[src/cpfi_pkg.sv]
`default_nettype none
package cpfi_pkg;
  // Port geometry
  localparam int PINS = 3;
  localparam int NUM_CH = 2;

  // Pin functions, two bits per pin in the function register
  typedef enum logic [1:0] {
    BIDIR_PIN_FUNCTION = 2'b00,
    INPUT_ONLY_FUNCTION = 2'b01,
    FAULT_OUT_FUNCTION = 2'b10,
    INHIBIT_IN_FUNCTION = 2'b11
  } cpfi_func_e;

  // Inhibit input modes; code 2'b11 behaves as off
  typedef enum logic [1:0] {
    INHIBIT_OFF_MODE = 2'b00,
    INHIBIT_LATCHING_MODE = 2'b01,
    INHIBIT_LIVE_MODE = 2'b10
  } cpfi_mode_e;

  // Register byte offsets
  localparam logic [7:0] REG_FUNC = 8'h00;
  localparam logic [7:0] REG_POL = 8'h04;
  localparam logic [7:0] REG_OUT = 8'h08;
  localparam logic [7:0] REG_IN = 8'h0C;
  localparam logic [7:0] REG_MODE = 8'h10;
  localparam logic [7:0] REG_CTRL = 8'h14;
  localparam logic [7:0] REG_CHAN = 8'h18;

  // Control write bits and status read bits at REG_CTRL
  localparam int CTRL_CLEAR_BIT = 0;
  localparam int CTRL_SHORTCUT_BIT = 1;
  localparam int ST_FAULT_BIT = 0;
  localparam int ST_PROT_BIT = 1;
  localparam int ST_INHIBIT_BIT = 2;
  localparam int ST_DISABLED_BIT = 3;

  // Values after reset
  localparam logic [5:0] FUNC_RST = 6'h00;
  localparam logic [2:0] POL_RST = 3'h0;
  localparam logic [2:0] OUT_RST = 3'h0;
  localparam logic [1:0] MODE_RST = 2'h0;
  localparam logic [NUM_CH-1:0] CHAN_RST = '0;

  // Timing: 125 MHz clock
  localparam int CLK_PERIOD_NS = 8;
  localparam int INHIBIT_LATENCY_US = 450;
  localparam int OFF_DELAY_MS = 45;
  // Longest times round down
  localparam int INHIBIT_LATENCY_CYC = (INHIBIT_LATENCY_US * 1000) / CLK_PERIOD_NS;
  localparam int OFF_DELAY_CYC = (OFF_DELAY_MS * 1000000) / CLK_PERIOD_NS;
endpackage
`default_nettype wire

[src/cpfi_lvl_if.sv]
`default_nettype none
interface cpfi_lvl_if;
  // Filtered pin levels, pin 1 in bit 0
  logic [2:0] level;
  modport src (output level);
  modport dst (input level);
endinterface
`default_nettype wire

[src/cpfi_pin_sync.sv]
`default_nettype none
module cpfi_pin_sync (
  input wire logic clk_i,
  input wire logic rst_i,
  input wire logic [2:0] pin_i,
  cpfi_lvl_if.src lvl
);
  typedef struct packed {
    logic [2:0] s1;
    logic [2:0] s2;
    logic [2:0] s3;
    logic [2:0] level;
  } cpfi_sync_s;

  cpfi_sync_s st;
  cpfi_sync_s next_st;

  // Three-stage chain; level moves only when stages two and three agree
  always_comb begin
    next_st = st;
    next_st.s1 = pin_i;
    next_st.s2 = st.s1;
    next_st.s3 = st.s2;
    for (int k = 0; k < 3; k++) begin
      if (st.s2[k] == st.s3[k]) begin
        next_st.level[k] = st.s3[k];
      end
    end
  end

  always_ff @(posedge clk_i) begin
    if (rst_i) begin
      next_st_reset: st <= '0;
    end else begin
      st <= next_st;
    end
  end

  assign lvl.level = st.level;

  property p_sync_agree;
    @(posedge clk_i) disable iff (rst_i)
    (st.s2[2] == st.s3[2]) |=> (st.level[2] == $past(st.s3[2]));
  endproperty
  a_sync_agree: assert property (p_sync_agree) else $error("level ignores agreed input");
endmodule
`default_nettype wire

[src/cpfi_top.sv]
// Summary of operation
// - Each pin bidirectional, own polarity select
// - Pin 3 bit 2, pin 1 bit 0
// - Positive polarity: bit 1 high, 0 low
// - Input field shows applied pin levels; code reads them through the polarity select, fault and inhibit pins read 0
// - Input-only pins ignore the output word
// - Fault on pin 1, pin 2 return
// - Overvoltage, overcurrent, overtemperature, inhibit raise fault
// - Fault holds until cause gone, cleared
// - Fault pin polarity selectable
// - Only pin 3 inhibits, level acting
// - Inhibit change seen under 450 us
// - Outputs start turning off within 45 ms
// - Inhibit mode kept in non-volatile storage
// - Latching: true edge disables, stays disabled
// - Live: outputs follow the inhibit level
// - Off mode ignores inhibit input
// - Inhibit shortcut sets positive polarity
// - Remove inhibit, then clear restores outputs
// - Chain stays faulted; live clear releases
//
// Local design decisions: the placing of the registers and register access over Wishbone.
`default_nettype none
module cpfi_top #(
  parameter int INHIBIT_LATENCY_CYC = cpfi_pkg::INHIBIT_LATENCY_CYC,
  parameter int OFF_DELAY_CYC = cpfi_pkg::OFF_DELAY_CYC
) (
  input wire logic clk_i,
  input wire logic rst_i,
  input wire logic cyc_i,
  input wire logic stb_i,
  input wire logic we_i,
  input wire logic [7:0] adr_i,
  input wire logic [3:0] sel_i,
  input wire logic [31:0] dat_i,
  output logic [31:0] dat_o,
  output logic ack_o,
  input wire logic [2:0] pin_i,
  output logic [2:0] pin_o,
  output logic [2:0] pin_oe_o,
  input wire logic [cpfi_pkg::NUM_CH-1:0] ov_i,
  input wire logic [cpfi_pkg::NUM_CH-1:0] oc_i,
  input wire logic [cpfi_pkg::NUM_CH-1:0] ot_i,
  output logic [cpfi_pkg::NUM_CH-1:0] chan_en_o,
  input wire logic [1:0] nv_mode_i,
  output logic [1:0] nv_mode_o,
  output logic nv_store_o
);
  typedef struct packed {
    logic [5:0] func;
    logic [2:0] pol;
    logic [2:0] out_data;
    logic [1:0] mode;
    logic [cpfi_pkg::NUM_CH-1:0] chan_on;
    logic prot;
    logic fault;
    logic inhibit_prev;
    logic [2:0] pin_out;
    logic [2:0] pin_oe;
    logic [cpfi_pkg::NUM_CH-1:0] chan_en;
    logic ack;
    logic [31:0] rdata;
    logic nv_loaded;
    logic nv_store;
    logic [31:0] off_wait;
  } cpfi_state_s;

  cpfi_state_s st;
  cpfi_state_s next_st;

  cpfi_lvl_if lvl ();

  cpfi_pin_sync u_sync (
    .clk_i(clk_i),
    .rst_i(rst_i),
    .pin_i(pin_i),
    .lvl(lvl)
  );

  // Effective function of pin k; illegal choices fall back to input only
  function automatic logic [1:0] eff_func(input logic [5:0] f, input int k);
    logic [1:0] sel;
    sel = f[2*k +: 2];
    if (k == 1 && f[1:0] == cpfi_pkg::FAULT_OUT_FUNCTION) begin
      sel = cpfi_pkg::INPUT_ONLY_FUNCTION;
    end else if (sel == cpfi_pkg::FAULT_OUT_FUNCTION && k != 0) begin
      sel = cpfi_pkg::INPUT_ONLY_FUNCTION;
    end else if (sel == cpfi_pkg::INHIBIT_IN_FUNCTION && k != 2) begin
      sel = cpfi_pkg::INPUT_ONLY_FUNCTION;
    end
    return sel;
  endfunction

  // Logical input word for pins in bidirectional or input-only function
  function automatic logic [2:0] in_word(input logic [5:0] f, input logic [2:0] pol,
                                         input logic [2:0] lv);
    logic [2:0] w;
    logic [1:0] ef;
    w = 3'h0;
    for (int k = 0; k < 3; k++) begin
      ef = eff_func(f, k);
      if (ef == cpfi_pkg::BIDIR_PIN_FUNCTION || ef == cpfi_pkg::INPUT_ONLY_FUNCTION) begin
        w[k] = lv[k] ^ pol[k];
      end
    end
    return w;
  endfunction

  logic wr_go;
  logic rd_go;
  logic clear_req;
  logic inhibit_sel;
  logic inhibit_true;
  logic cause_own;
  logic live_hold;
  logic disabled;
  logic mode_valid;

  // Bus qualifiers and protection causes
  always_comb begin
    wr_go = cyc_i && stb_i && we_i && !st.ack && sel_i[0];
    rd_go = cyc_i && stb_i && !we_i && !st.ack;
    clear_req = wr_go && adr_i == cpfi_pkg::REG_CTRL && dat_i[cpfi_pkg::CTRL_CLEAR_BIT];
    mode_valid = st.mode == cpfi_pkg::INHIBIT_LATCHING_MODE ||
                 st.mode == cpfi_pkg::INHIBIT_LIVE_MODE;
    inhibit_sel = eff_func(st.func, 2) == cpfi_pkg::INHIBIT_IN_FUNCTION;
    inhibit_true = inhibit_sel && mode_valid && (lvl.level[2] ^ st.pol[2]);
    cause_own = |(ov_i | oc_i | ot_i);
    live_hold = st.mode == cpfi_pkg::INHIBIT_LIVE_MODE && inhibit_true;
    disabled = st.prot || live_hold;
  end

  // Next state: registers, protection, pins and bus answer
  always_comb begin
    next_st = st;
    next_st.nv_store = 1'b0;
    next_st.ack = cyc_i && stb_i && !st.ack;
    next_st.inhibit_prev = inhibit_true;

    // Load the stored inhibit mode once after reset
    if (!st.nv_loaded) begin
      next_st.nv_loaded = 1'b1;
      if (nv_mode_i == cpfi_pkg::INHIBIT_LATCHING_MODE ||
          nv_mode_i == cpfi_pkg::INHIBIT_LIVE_MODE) begin
        next_st.mode = nv_mode_i;
      end else begin
        next_st.mode = cpfi_pkg::INHIBIT_OFF_MODE;
      end
    end

    // Register writes through byte lane 0
    if (wr_go) begin
      case (adr_i)
        cpfi_pkg::REG_FUNC: begin
          next_st.func = dat_i[5:0];
        end
        cpfi_pkg::REG_POL: begin
          next_st.pol = dat_i[2:0];
        end
        cpfi_pkg::REG_OUT: begin
          next_st.out_data = dat_i[2:0];
        end
        cpfi_pkg::REG_MODE: begin
          next_st.mode = dat_i[1:0];
          next_st.nv_store = 1'b1;
        end
        cpfi_pkg::REG_CTRL: begin
          if (dat_i[cpfi_pkg::CTRL_SHORTCUT_BIT]) begin
            next_st.func[5:4] = cpfi_pkg::INHIBIT_IN_FUNCTION;
            next_st.pol[2] = 1'b0;
          end
        end
        cpfi_pkg::REG_CHAN: begin
          next_st.chan_on = dat_i[cpfi_pkg::NUM_CH-1:0];
        end
        default: begin
          next_st.rdata = st.rdata;
        end
      endcase
    end

    // Register reads; unmapped addresses read zero
    if (rd_go) begin
      next_st.rdata = 32'h0000_0000;
      case (adr_i)
        cpfi_pkg::REG_FUNC: next_st.rdata[5:0] = st.func;
        cpfi_pkg::REG_POL: next_st.rdata[2:0] = st.pol;
        cpfi_pkg::REG_OUT: next_st.rdata[2:0] = st.out_data;
        cpfi_pkg::REG_IN: next_st.rdata[2:0] = in_word(st.func, st.pol, lvl.level);
        cpfi_pkg::REG_MODE: next_st.rdata[1:0] = st.mode;
        cpfi_pkg::REG_CTRL: begin
          next_st.rdata[cpfi_pkg::ST_FAULT_BIT] = st.fault;
          next_st.rdata[cpfi_pkg::ST_PROT_BIT] = st.prot;
          next_st.rdata[cpfi_pkg::ST_INHIBIT_BIT] = inhibit_true;
          next_st.rdata[cpfi_pkg::ST_DISABLED_BIT] = disabled;
        end
        cpfi_pkg::REG_CHAN: next_st.rdata[cpfi_pkg::NUM_CH-1:0] = st.chan_on;
        default: next_st.rdata = 32'h0000_0000;
      endcase
    end

    // Clear is refused while a cause remains; a new cause wins over clear
    if (clear_req && !cause_own && !inhibit_true) begin
      next_st.prot = 1'b0;
    end
    if (cause_own) begin
      next_st.prot = 1'b1;
    end
    if (st.mode == cpfi_pkg::INHIBIT_LATCHING_MODE && inhibit_true && !st.inhibit_prev) begin
      next_st.prot = 1'b1;
    end

    // Fault level: latched protection plus a live inhibit
    next_st.fault = next_st.prot || live_hold;
    next_st.chan_en = next_st.chan_on &
                      ~{cpfi_pkg::NUM_CH{next_st.prot || live_hold}};

    // Pin drivers
    for (int k = 0; k < 3; k++) begin
      case (eff_func(next_st.func, k))
        cpfi_pkg::BIDIR_PIN_FUNCTION: begin
          next_st.pin_oe[k] = 1'b1;
          next_st.pin_out[k] = next_st.out_data[k] ^ next_st.pol[k];
        end
        cpfi_pkg::FAULT_OUT_FUNCTION: begin
          next_st.pin_oe[k] = 1'b1;
          next_st.pin_out[k] = next_st.fault ^ next_st.pol[k];
        end
        default: begin
          next_st.pin_oe[k] = 1'b0;
          next_st.pin_out[k] = 1'b0;
        end
      endcase
    end

    // Cycles spent with inhibit true while some output is still enabled
    if (inhibit_true && (|st.chan_en)) begin
      next_st.off_wait = st.off_wait + 32'h0000_0001;
    end else begin
      next_st.off_wait = 32'h0000_0000;
    end
  end

  always_ff @(posedge clk_i) begin
    if (rst_i) begin
      st <= '0;
      st.func <= cpfi_pkg::FUNC_RST;
      st.pol <= cpfi_pkg::POL_RST;
      st.out_data <= cpfi_pkg::OUT_RST;
      st.mode <= cpfi_pkg::MODE_RST;
      st.chan_on <= cpfi_pkg::CHAN_RST;
    end else begin
      st <= next_st;
    end
  end

  // Outputs straight from the state register
  assign dat_o = st.rdata;
  assign ack_o = st.ack;
  assign pin_o = st.pin_out;
  assign pin_oe_o = st.pin_oe;
  assign chan_en_o = st.chan_en;
  assign nv_mode_o = st.mode;
  assign nv_store_o = st.nv_store;

  property p_bidir_pos;
    @(posedge clk_i) disable iff (rst_i)
    (!rst_i && st.func[1:0] == cpfi_pkg::BIDIR_PIN_FUNCTION && !st.pol[0]) ##1
    (st.func[1:0] == cpfi_pkg::BIDIR_PIN_FUNCTION && !st.pol[0]) |->
    (pin_oe_o[0] && pin_o[0] == st.out_data[0]);
  endproperty
  a_bidir_pos: assert property (p_bidir_pos) else $error("bidir pin level wrong");

  property p_bidir_neg;
    @(posedge clk_i) disable iff (rst_i)
    (st.func[5:4] == cpfi_pkg::BIDIR_PIN_FUNCTION && st.pol[2]) ##1
    (st.func[5:4] == cpfi_pkg::BIDIR_PIN_FUNCTION && st.pol[2]) |->
    (pin_o[2] == !st.out_data[2]);
  endproperty
  a_bidir_neg: assert property (p_bidir_neg) else $error("negative polarity not applied");

  property p_input_only;
    @(posedge clk_i) disable iff (rst_i)
    (st.func[3:2] == cpfi_pkg::INPUT_ONLY_FUNCTION)[*2] |-> !pin_oe_o[1];
  endproperty
  a_input_only: assert property (p_input_only) else $error("input pin driven");

  property p_fault_return;
    @(posedge clk_i) disable iff (rst_i)
    (st.func[1:0] == cpfi_pkg::FAULT_OUT_FUNCTION)[*2] |->
    (!pin_oe_o[1] && pin_oe_o[0] && pin_o[0] == (st.fault ^ st.pol[0]));
  endproperty
  a_fault_return: assert property (p_fault_return) else $error("fault pin pair wrong");

  property p_fault_set;
    @(posedge clk_i) disable iff (rst_i)
    (|(ov_i | oc_i | ot_i)) |=> (st.fault && st.prot && chan_en_o == '0);
  endproperty
  a_fault_set: assert property (p_fault_set) else $error("fault not raised");

  property p_fault_hold;
    @(posedge clk_i) disable iff (rst_i)
    (st.prot && !clear_req) |=> st.prot;
  endproperty
  a_fault_hold: assert property (p_fault_hold) else $error("protection dropped uncleared");

  property p_clear_refused;
    @(posedge clk_i) disable iff (rst_i)
    (st.prot && inhibit_true) |=> st.prot;
  endproperty
  a_clear_refused: assert property (p_clear_refused) else $error("cleared under inhibit");

  property p_latch_edge;
    @(posedge clk_i) disable iff (rst_i)
    (st.mode == cpfi_pkg::INHIBIT_LATCHING_MODE && inhibit_true && !st.inhibit_prev) |=>
    (st.prot && chan_en_o == '0);
  endproperty
  a_latch_edge: assert property (p_latch_edge) else $error("latching inhibit missed");

  property p_live;
    @(posedge clk_i) disable iff (rst_i)
    (live_hold [*2]) |-> ##1 (chan_en_o == '0 && st.fault);
  endproperty
  a_live: assert property (p_live) else $error("live inhibit did not disable");

  property p_off_mode;
    @(posedge clk_i) disable iff (rst_i)
    (st.mode == cpfi_pkg::INHIBIT_OFF_MODE) |-> !inhibit_true;
  endproperty
  a_off_mode: assert property (p_off_mode) else $error("off mode saw inhibit");

  property p_off_delay;
    @(posedge clk_i) disable iff (rst_i)
    st.off_wait < 32'(OFF_DELAY_CYC);
  endproperty
  a_off_delay: assert property (p_off_delay) else $error("outputs not off in time");
endmodule
`default_nettype wire

[config.mk]
export PLATFORM = sky130hd
export DESIGN_NAME = cpfi_top
export DESIGN_NICKNAME = d
export VERILOG_FILES = /design/src/cpfi_pkg.sv /design/src/cpfi_lvl_if.sv /design/src/cpfi_pin_sync.sv /design/src/cpfi_top.sv
export SDC_FILE = /design/constraint.sdc
export NUM_CORES = 1
export LEC_CHECK = 0
export BUFFER_PORTS_ARGS = -buffer_cell sky130_fd_sc_hd__buf_2
export CAP_MARGIN = 20
export CORE_MARGIN = 3
export CORE_UTILIZATION = 37
export DETAILED_ROUTE_END_ITERATION = 8
export MAX_ROUTING_LAYER = met4
export PLACE_DENSITY_LB_ADDON = 0.15
export REMOVE_ABC_BUFFERS = 1
export SLEW_MARGIN = 5
export SYNTH_ARGS = -nofsm -noshare
export SYNTH_HDL_FRONTEND = slang
export SYNTH_SLANG_ARGS = --single-unit
[constraint.sdc]
create_clock -name clk_i -period 2.2 [get_ports clk_i]
set_input_delay 0.22 -clock clk_i [delete_from_list [all_inputs] [get_ports clk_i]]
set_output_delay 0.22 -clock clk_i [all_outputs]
set_load 0.005 [all_outputs]
==> results.toml, run 1 <==
[status]
status = "complete, no violations"

[hold_path]
hold_path.class = "input port to flip-flop"
whs_path_depth = 2
min_to = "u_sync.next_st[7]"
hp-start = "pin_i[1]"

[place]
gp_congestion = 0.833
numPortBuffers = 48
hpwl_microns = 4510

[finish]
layout-drive-gt1-share_pct = 28.8
fillers = 666
n_antenna_cell = 0
areaGrowthSynthToFinish_pct = 15.2
final_nets = 394

[cts]
clock_tree.root_cell = "clkbuf_8"
post-cts-setup-buffer-count = 0
numCtsBuffers = 5
clkTransAtPathRegs_ns = 0.09
cts_resized = 0
cts_hold_buf = 0
clock_path_buffers = 2
htreeDepth = 2
clkSinkCount = 48
clk_latency_ns = 0.30
cts_tree = "built"

[timing]
tightest_slew_ns = 0.671
skew_ns = 0.00630
finalSetupTns_ns = 0
rsz0062_at_grt = "no"
hold_ws_ns = 0.121
slew_headroom_pct = 55.3
maxSlewViolCount = 0
period_needed_ns = 2.02
final_hold_viol_count = 0
setup_viol = 0
period_share_pct = 91.7
fmax_mhz = 495

[synth]
netlist-cell-type-count = 55
avgSynthCellArea_sq_um = 8.89
ys_warn_count = 0
synth_area_leaders = "dfxtp_1, buf_4, mux2i_1"
synth_edf_count = 0
synthCells = 281
synthArstFlopShare_pct = 0
synth_common_cells = "dfxtp_1, buf_4, nor2_1"
netlist_area_sq_mm = 0.00250
yosysMostFrequentCell = "dfxtp_1"
ys_seq_area_share_pct = 38.5
synth-main-ff-cell = "dfxtp_1"
synth_top_area_share_pct = 38.5
synth_top_area_cell = "dfxtp_1"
synth-seq-cells = 48

[global_route]
grt_pass1_vias = 1940
grt_max_degree = 36
antenna_found_initial = 0
overflow = 0
grt_pass1_wl_microns = 9650
grtUsageTotal_pct = 16.6

[detailed_routing]
wirelength_microns = 5830
detail_route.iter0.violations = 139
drtPass1Iterations = 4
drc = 0
ant_nets = 0
routedWlPerCell_microns = 14.2
via_per_inst = 4.91
vias = 2014

[run]
maxCapViolCount = 0

[worst_setup_path]
required_ns = 2.39
r2r_end = "pin_o[0]"
reg2reg_from = "ack_o"
start_kind = "flip-flop"
crit_type = "flip-flop to flip-flop"
cp_data_arrival_time_ns = 2.21
worst_setup_path_end_kind = "flip-flop"
cp_max_fo = 5
r2r_cells = 6
regToRegSetupSlack_ns = 0.18

[power]
ir_worst_vdd_mv = 0.367
powerDensity_mw_per_mm2 = 601
p_leak_nw = 1.22

[die]
design.portCount = 104
row_count = 29
core-area_sq_mm = 0.00646
die_area_sq_mm = 0.00777
start_util_pct = 38.7
die_h_microns = 88.2
fp.dieW_microns = 88.2
through the flow:
stage	std cells	power, W	setup slack [ns]	area, sq um	utilization (%)
after floorplan	254	0.000971	0.0423	2230	-
after global placement	402	0.00107	0.0180	2750	42.6
after detailed placement	402	0.00107	0.00866	2750	42.6
after CTS	410	0.00175	0.115	2870	44.5
after global routing	410	0.00182	0.0448	2880	44.6
final	410	0.00173	0.182	2880	44.6
area by class of cell:
cell class	instances	area [sq um]	area share, %
Timing Repair Buffer	71	425	14.8
Tap cell	77	96.3	3.35
Clock buffer	6	82.6	2.87
Inverter	4	15.0	0.522
Sequential cell	48	961	33.4
Clock inverter	2	38.8	1.35
Multi-Input combinational cell	202	1260	43.8
power by group:
group	leakage, nW	internal (W)	switching (W)
sequential	0.391	0.000885	0.00000759
combinational	0.764	0.0000653	0.0000927
clock	0.0614	0.000372	0.000307
total	1.22	0.00132	0.000407
state kept, by name, indices dropped and copies added (netlist names):
register          count
pin_o                 3
pin_oe_o              3
u_sync.next_st        6
ack_o                 1
dat_o                 6
nv_mode_o             2
st                   18
chan_en_o             2
nv_store_o            1
u_sync.lvl.level      3
u_sync.st             3
worst max path at each step:
stage,from,to,slack (ns),cells after the start
after global routing,ack_o,pin_o[0],0.04,6
after global placement,adr_i[7],pin_o[2],0.02,7
after detailed placement,adr_i[7],pin_o[2],0.009,7
final,ack_o,pin_o[0],0.18,6
after CTS,ack_o,pin_o[2],0.11,7
after floorplan,adr_i[7],pin_o[0],0.04,5
metal layers:
| layer | wire (microns) | global-route usage [%] | vias to the layer above | share of wire, % |
|---|---|---|---|---|
| met5 | 0 | - | - | 0 |
| met4 | 134 | 6.73 | 0 | 2.3 |
| met3 | 257 | 3.10 | 11 | 4.4 |
| met2 | 2650 | 25.4 | 52 | 45 |
| met1 | 2780 | 21.7 | 940 | 48 |
| li1 | - | - | 1011 | - |
placed cells by master, fill, tap and decap left out, drive strengths merged, types with 2 or more instances in the layout:
master	instances
or3	4
xnor2	3
nor2	26
or4b	2
mux2i	14
o311ai	2
a21oi	14
inv	4
and2	6
or2	2
nand3	6
a22oi	2
o32a	2
mux2	2
nor2b	11
ha	2
dfxtp	48
nand2b	4
nor4	4
clkbuf	6
nand3b	2
buf	71
conb	26
nor3b	3
nand2	21
nor3	7
a211oi	2
nor4b	2
o21ai	14
or4	4
a31oi	3
cells by family (layout without fill, tap and decap cells):
kind of cell | Yosys count | after routing | synth area share, %
AO/OA/AOI/OAI | 47 | 47 | 11.8
XOR/XNOR | 4 | 4 | 1.40
adder cells (fa/ha/maj) | 2 | 2 | 1.00
buffers and inverters | 56 | 83 | 15.1
flip-flops | 48 | 48 | 38.5
multiplexers | 16 | 16 | 6.66
other | 1 | 26 | 0.150
AND/OR/NAND/NOR | 107 | 107 | 25.4
worst max-delay path: stages (launching register included):
cell and delay, ns:
dfxtp_1 0.31, nand3b_2 0.26, or2_2 0.40, o41ai_1 0.45, o211a_1 0.25, mux2i_1 0.10, mux2i_1 0.14
Power figures use the tool's default switching activity.
==> run 2: changes to the inputs <==
--- a/config.mk
+++ b/config.mk
@@ -7,6 +7,7 @@
 export LEC_CHECK = 0
 export BUFFER_PORTS_ARGS = -buffer_cell sky130_fd_sc_hd__buf_2
 export CAP_MARGIN = 20
+export CORE_ASPECT_RATIO = 0.75
 export CORE_MARGIN = 3
 export CORE_UTILIZATION = 37
 export DETAILED_ROUTE_END_ITERATION = 8
==> results.toml, run 2 (synthesized netlist as in run 1, its figures left out) <==
[status]
status = "complete, no violations"

[cts]
clk_latency_ns = 0.30
clock_path_buffers = 2
clock_tree.root_cell = "clkbuf_8"
clkTransAtPathRegs_ns = 0.09
post-cts-setup-buffer-count = 0
numCtsBuffers = 5
cts_tree = "built"
clkSinkCount = 48
htreeDepth = 2
cts_hold_buf = 0
cts_resized = 0

[global_route]
antenna_found_initial = 0
grt_max_degree = 42
grt_pass1_wl_microns = 9290
overflow = 0
grt_pass1_vias = 1808
grtUsageTotal_pct = 15.6

[power]
powerDensity_mw_per_mm2 = 589
ir_worst_vdd_mv = 0.311
p_leak_nw = 1.23
power_w = 0.00170

[die]
fp.dieW_microns = 101
row_count = 25
start_util_pct = 39.0
design.portCount = 104
die_area_sq_mm = 0.00779
core-area_sq_mm = 0.00641
die_h_microns = 77.2

[place]
post_dp_cell_area_sq_mm = 0.00277
hpwl_microns = 4560
dp_slack_ns = -0.0000948
gp_congestion = 0.914
numPortBuffers = 48

[run]
maxCapViolCount = 0

[timing]
tightest_slew_ns = 0.764
slew_headroom_pct = 49.1
fmax_mhz = 494
maxSlewViolCount = 0
fin_ws_ns = 0.174
skew_ns = 0.00412
final_hold_viol_count = 0
period_needed_ns = 2.03
period_share_pct = 92.1
rsz0062_at_grt = "no"
setup_viol = 0

[detailed_routing]
drtPass1Iterations = 5
detail_route.iter0.violations = 81
ant_nets = 0
vias = 2006
wirelength_microns = 5820
via_per_inst = 4.80
routedWlPerCell_microns = 13.9
drc = 0

[finish]
fillers = 634
largest_reg_flops = 18
design_area_sq_mm = 0.00289
layout_common_cells = "dfxtp_1, buf_2, buf_4"
n_antenna_cell = 0
areaGrowthSynthToFinish_pct = 15.7
layout-drive-gt1-share_pct = 29.4
max_flop_register = "st"
final_util_pct = 45.1
final_nets = 398

[worst_setup_path]
crit_type = "flip-flop to flip-flop"
regToRegSetupSlack_ns = 0.17
worst_setup_path_end_kind = "flip-flop"
start_kind = "flip-flop"
critPathTopFamily = "compound AO/OA/AOI/OAI gates"
required_ns = 2.39
cp_slowest_stage_delay_ns = 0.48
worstPathCellList = "nand3b_2 -> or2_2 -> o41ai_1 -> o211a_1 -> mux2i_1 -> mux2i_1"
crit_buf_inv = 0
cp_slowest_cell = "o41ai_1"
crit_path_frequent_cell = "mux2i_1"
cp_max_fo = 5
cp_data_arrival_time_ns = 2.22

[hold_path]
hold_path.class = "input port to flip-flop"
==> run 2: cell types whose count changed in the layout (fill, tap and decap cells not counted) <==
cell      previous run  this run
nor4b_2              2         1
buf_4               22        27
clkbuf_8             6         5
clkinv_4             1         2
nor4b_1              0         1
buf_12               1         0
==> run 2: worst register-to-register path: stages, from the launching register on <==
cell      delay (ns)
dfxtp_1         0.32
nand3b_2        0.25
or2_2           0.38
o41ai_1         0.48
o211a_1         0.26
mux2i_1         0.10
mux2i_1         0.13
==> run 2: area by class of cell <==
| cell class | count | area (sq um) | area share (%) |
|---|---|---|---|
| tap | 81 | 101 | 3.51 |
| timing repair buffer | 75 | 443 | 15.3 |
| multi-input combinational | 202 | 1250 | 43.4 |
| sequential | 48 | 961 | 33.2 |
| clock inverter | 3 | 47.5 | 1.65 |
| inverter | 4 | 15.0 | 0.519 |
| clock buffer | 5 | 68.8 | 2.38 |
==> run 2: final timing paths <==
path / from / to / cells after the start
min reg2reg: u_sync.next_st[7] / u_sync.next_st[4] / 1
max reg2reg: ack_o / pin_o[0] / 6
max: ack_o / pin_o[0] / 6
min: pin_i[0] / u_sync.next_st[6] / 2
==> run 2: metal layers <==
metal	up-vias	global-route usage [%]	part of all wire, %
li1	1018	-	-
met1	910	24.8	51
met2	72	20.1	41
met3	6	3.00	7.3
met4	0	2.79	0.58
met5	-	-	0
==> run 2: stage by stage <==
step / hold WS (ns) / TNS, ns / instances
6_report: 0.122 / 0 / 418
5_1_grt: 0.115 / 0 / 418
4_1_cts: 0.112 / 0 / 418
3_5_place_dp: 0.431 / -0.0000948 / 410
3_3_place_gp: 0.416 / 0 / 410
2_1_floorplan: 0.289 / 0 / 254
==> run 2: report_power, final <==
part           internal (W)  switching (W)
Combinational     0.0000656      0.0000940
Sequential         0.000885     0.00000795
Clock              0.000342       0.000307
Total               0.00129       0.000409
==> run 3: changes to the inputs <==
--- a/config.mk
+++ b/config.mk
@@ -12,7 +12,7 @@
 export CORE_UTILIZATION = 37
 export DETAILED_ROUTE_END_ITERATION = 8
 export MAX_ROUTING_LAYER = met4
-export PLACE_DENSITY_LB_ADDON = 0.15
+export PLACE_DENSITY_LB_ADDON = 0.12
 export REMOVE_ABC_BUFFERS = 1
 export SLEW_MARGIN = 5
 export SYNTH_ARGS = -nofsm -noshare
==> results.toml, run 3 (synthesized netlist as in run 1, its figures left out) <==
[cts]
post-cts-setup-buffer-count = 0
htreeDepth = 2
cts_tree = "built"
clock_tree.root_cell = "clkbuf_8"
clk_latency_ns = 0.31
clkTransAtPathRegs_ns = 0.09
clock_path_buffers = 2
clkSinkCount = 48
numCtsBuffers = 5

[power]
powerDensity_mw_per_mm2 = 603
p_sw_w = 0.000408
p_leak_nw = 1.21
ir_worst_vdd_mv = 0.238
clockPowerShare_pct = 39.3
power.internal_w = 0.00132
switching_share_pct = 23.6
seqPwrFrac_pct = 51.7
power_frac_comb_pct = 9.0

[place]
numPortBuffers = 48
dp_slack_ns = -0.0341
dp.cells = 406
gp_congestion = 0.888
post_dp_cell_area_sq_mm = 0.00274
hpwl_microns = 4470

[detailed_routing]
routedWlPerCell_microns = 14.0
wirelength_microns = 5800
ant_nets = 0
detail_route.iter0.violations = 74
vias = 1972
drtPass1Iterations = 4
via_per_inst = 4.76
drc = 0

[finish]
design_area_sq_mm = 0.00287
stdcell_count = 414
final_nets = 394
fillers = 633
max_flop_register = "st"
layout-drive-gt1-share_pct = 28.5
largest_reg_flops = 18
n_antenna_cell = 0
layout_common_cells = "dfxtp_1, buf_2, conb_1"
areaGrowthSynthToFinish_pct = 14.7

[timing]
slew_headroom_pct = 47.8
setup_viol = 0
tightest_slew_ns = 0.783
skew_ns = 0.00685
final_hold_viol_count = 0
period_share_pct = 92.4
fin_ws_ns = 0.167
rsz0062_at_grt = "no"
fmax_mhz = 492
maxSlewViolCount = 0
period_needed_ns = 2.03
finalSetupTns_ns = 0
hold_ws_ns = 0.119

[run]
maxCapViolCount = 0

[global_route]
grt_pass1_wl_microns = 9380
grt_max_degree = 42
antenna_found_initial = 0
grt_pass1_vias = 1838
grtUsageTotal_pct = 15.7
overflow = 0

[worst_setup_path]
required_ns = 2.40
start_kind = "flip-flop"
cp_data_arrival_time_ns = 2.24
cp_max_fo = 5
crit_type = "flip-flop to flip-flop"
worst_setup_path_end_kind = "flip-flop"

[die]
start_util_pct = 39.0
fp.dieW_microns = 101
design.portCount = 104
die_area_sq_mm = 0.00779
die_h_microns = 77.2
row_count = 25
core-area_sq_mm = 0.00641

[hold_path]
hold_path.class = "input port to flip-flop"

[status]
status = "complete, no violations"
run 3: cell count changes in the layout (fill, tap and decap cells not counted):
cell	previous run	this run
clkbuf_8	5	6
clkinv_4	2	1
o311ai_0	2	1
buf_4	27	23
o311ai_1	0	1
run 3: path summary, 6_finish.rpt:
kind | startpoint | endpoint | slack [ns] | cells after the start
max | ack_o | pin_o[0] | 0.17 | 6
min | pin_i[2] | u_sync.next_st[8] | 0.12 | 2
max reg2reg | ack_o | pin_o[0] | 0.17 | 6
min reg2reg | u_sync.next_st[7] | u_sync.next_st[4] | 0.44 | 1
run 3: cell type report:
type | count | area (sq um) | share of cell area, %
clock buffer | 6 | 82.6 | 2.88
inverter | 4 | 15.0 | 0.524
tap | 81 | 101 | 3.54
timing repair buffer | 71 | 413 | 14.4
clock inverter | 2 | 38.8 | 1.35
multi-input combinational | 202 | 1250 | 43.8
sequential | 48 | 961 | 33.5
run 3: worst max-delay path: stages (launching register included):
cell,delay [ns]
dfxtp_1,0.31
nand3b_2,0.25
or2_2,0.38
o41ai_1,0.51
o211a_1,0.26
mux2i_1,0.10
mux2i_1,0.13
run 3: power by group through the flow:
stage	Clock, W	Combinational [W]	Sequential [W]
after detailed placement	0	0.000155	0.000913
after global placement	0	0.000154	0.000913
after global routing	0.000728	0.000176	0.000895
after floorplan	0	0.0000590	0.000912
after CTS	0.000699	0.000155	0.000892
final	0.000679	0.000156	0.000892
run 3: metal layers:
metal  GRT usage [%]  part of all wire (%)  up-vias
li1                -                     -     1009
met1            23.1                    53      909
met2            21.9                    42       49
met3            3.36                   4.6        5
met4            3.59                  0.76        0
met5               -                     0        -
run 3: timing repair:
item	in CTS	in global routing
endpoints found under the setup margin	0	1
resized for setup	0	1
hold buffers	0	0
run 3: through the flow:
| step | utilization [%] | power (W) |
|---|---|---|
| 2_1_floorplan | - | 0.000971 |
| 3_3_place_gp | 42.8 | 0.00107 |
| 3_5_place_dp | 42.8 | 0.00107 |
| 4_1_cts | 44.7 | 0.00175 |
| 5_1_grt | 44.7 | 0.00180 |
| 6_report | 44.7 | 0.00173 |
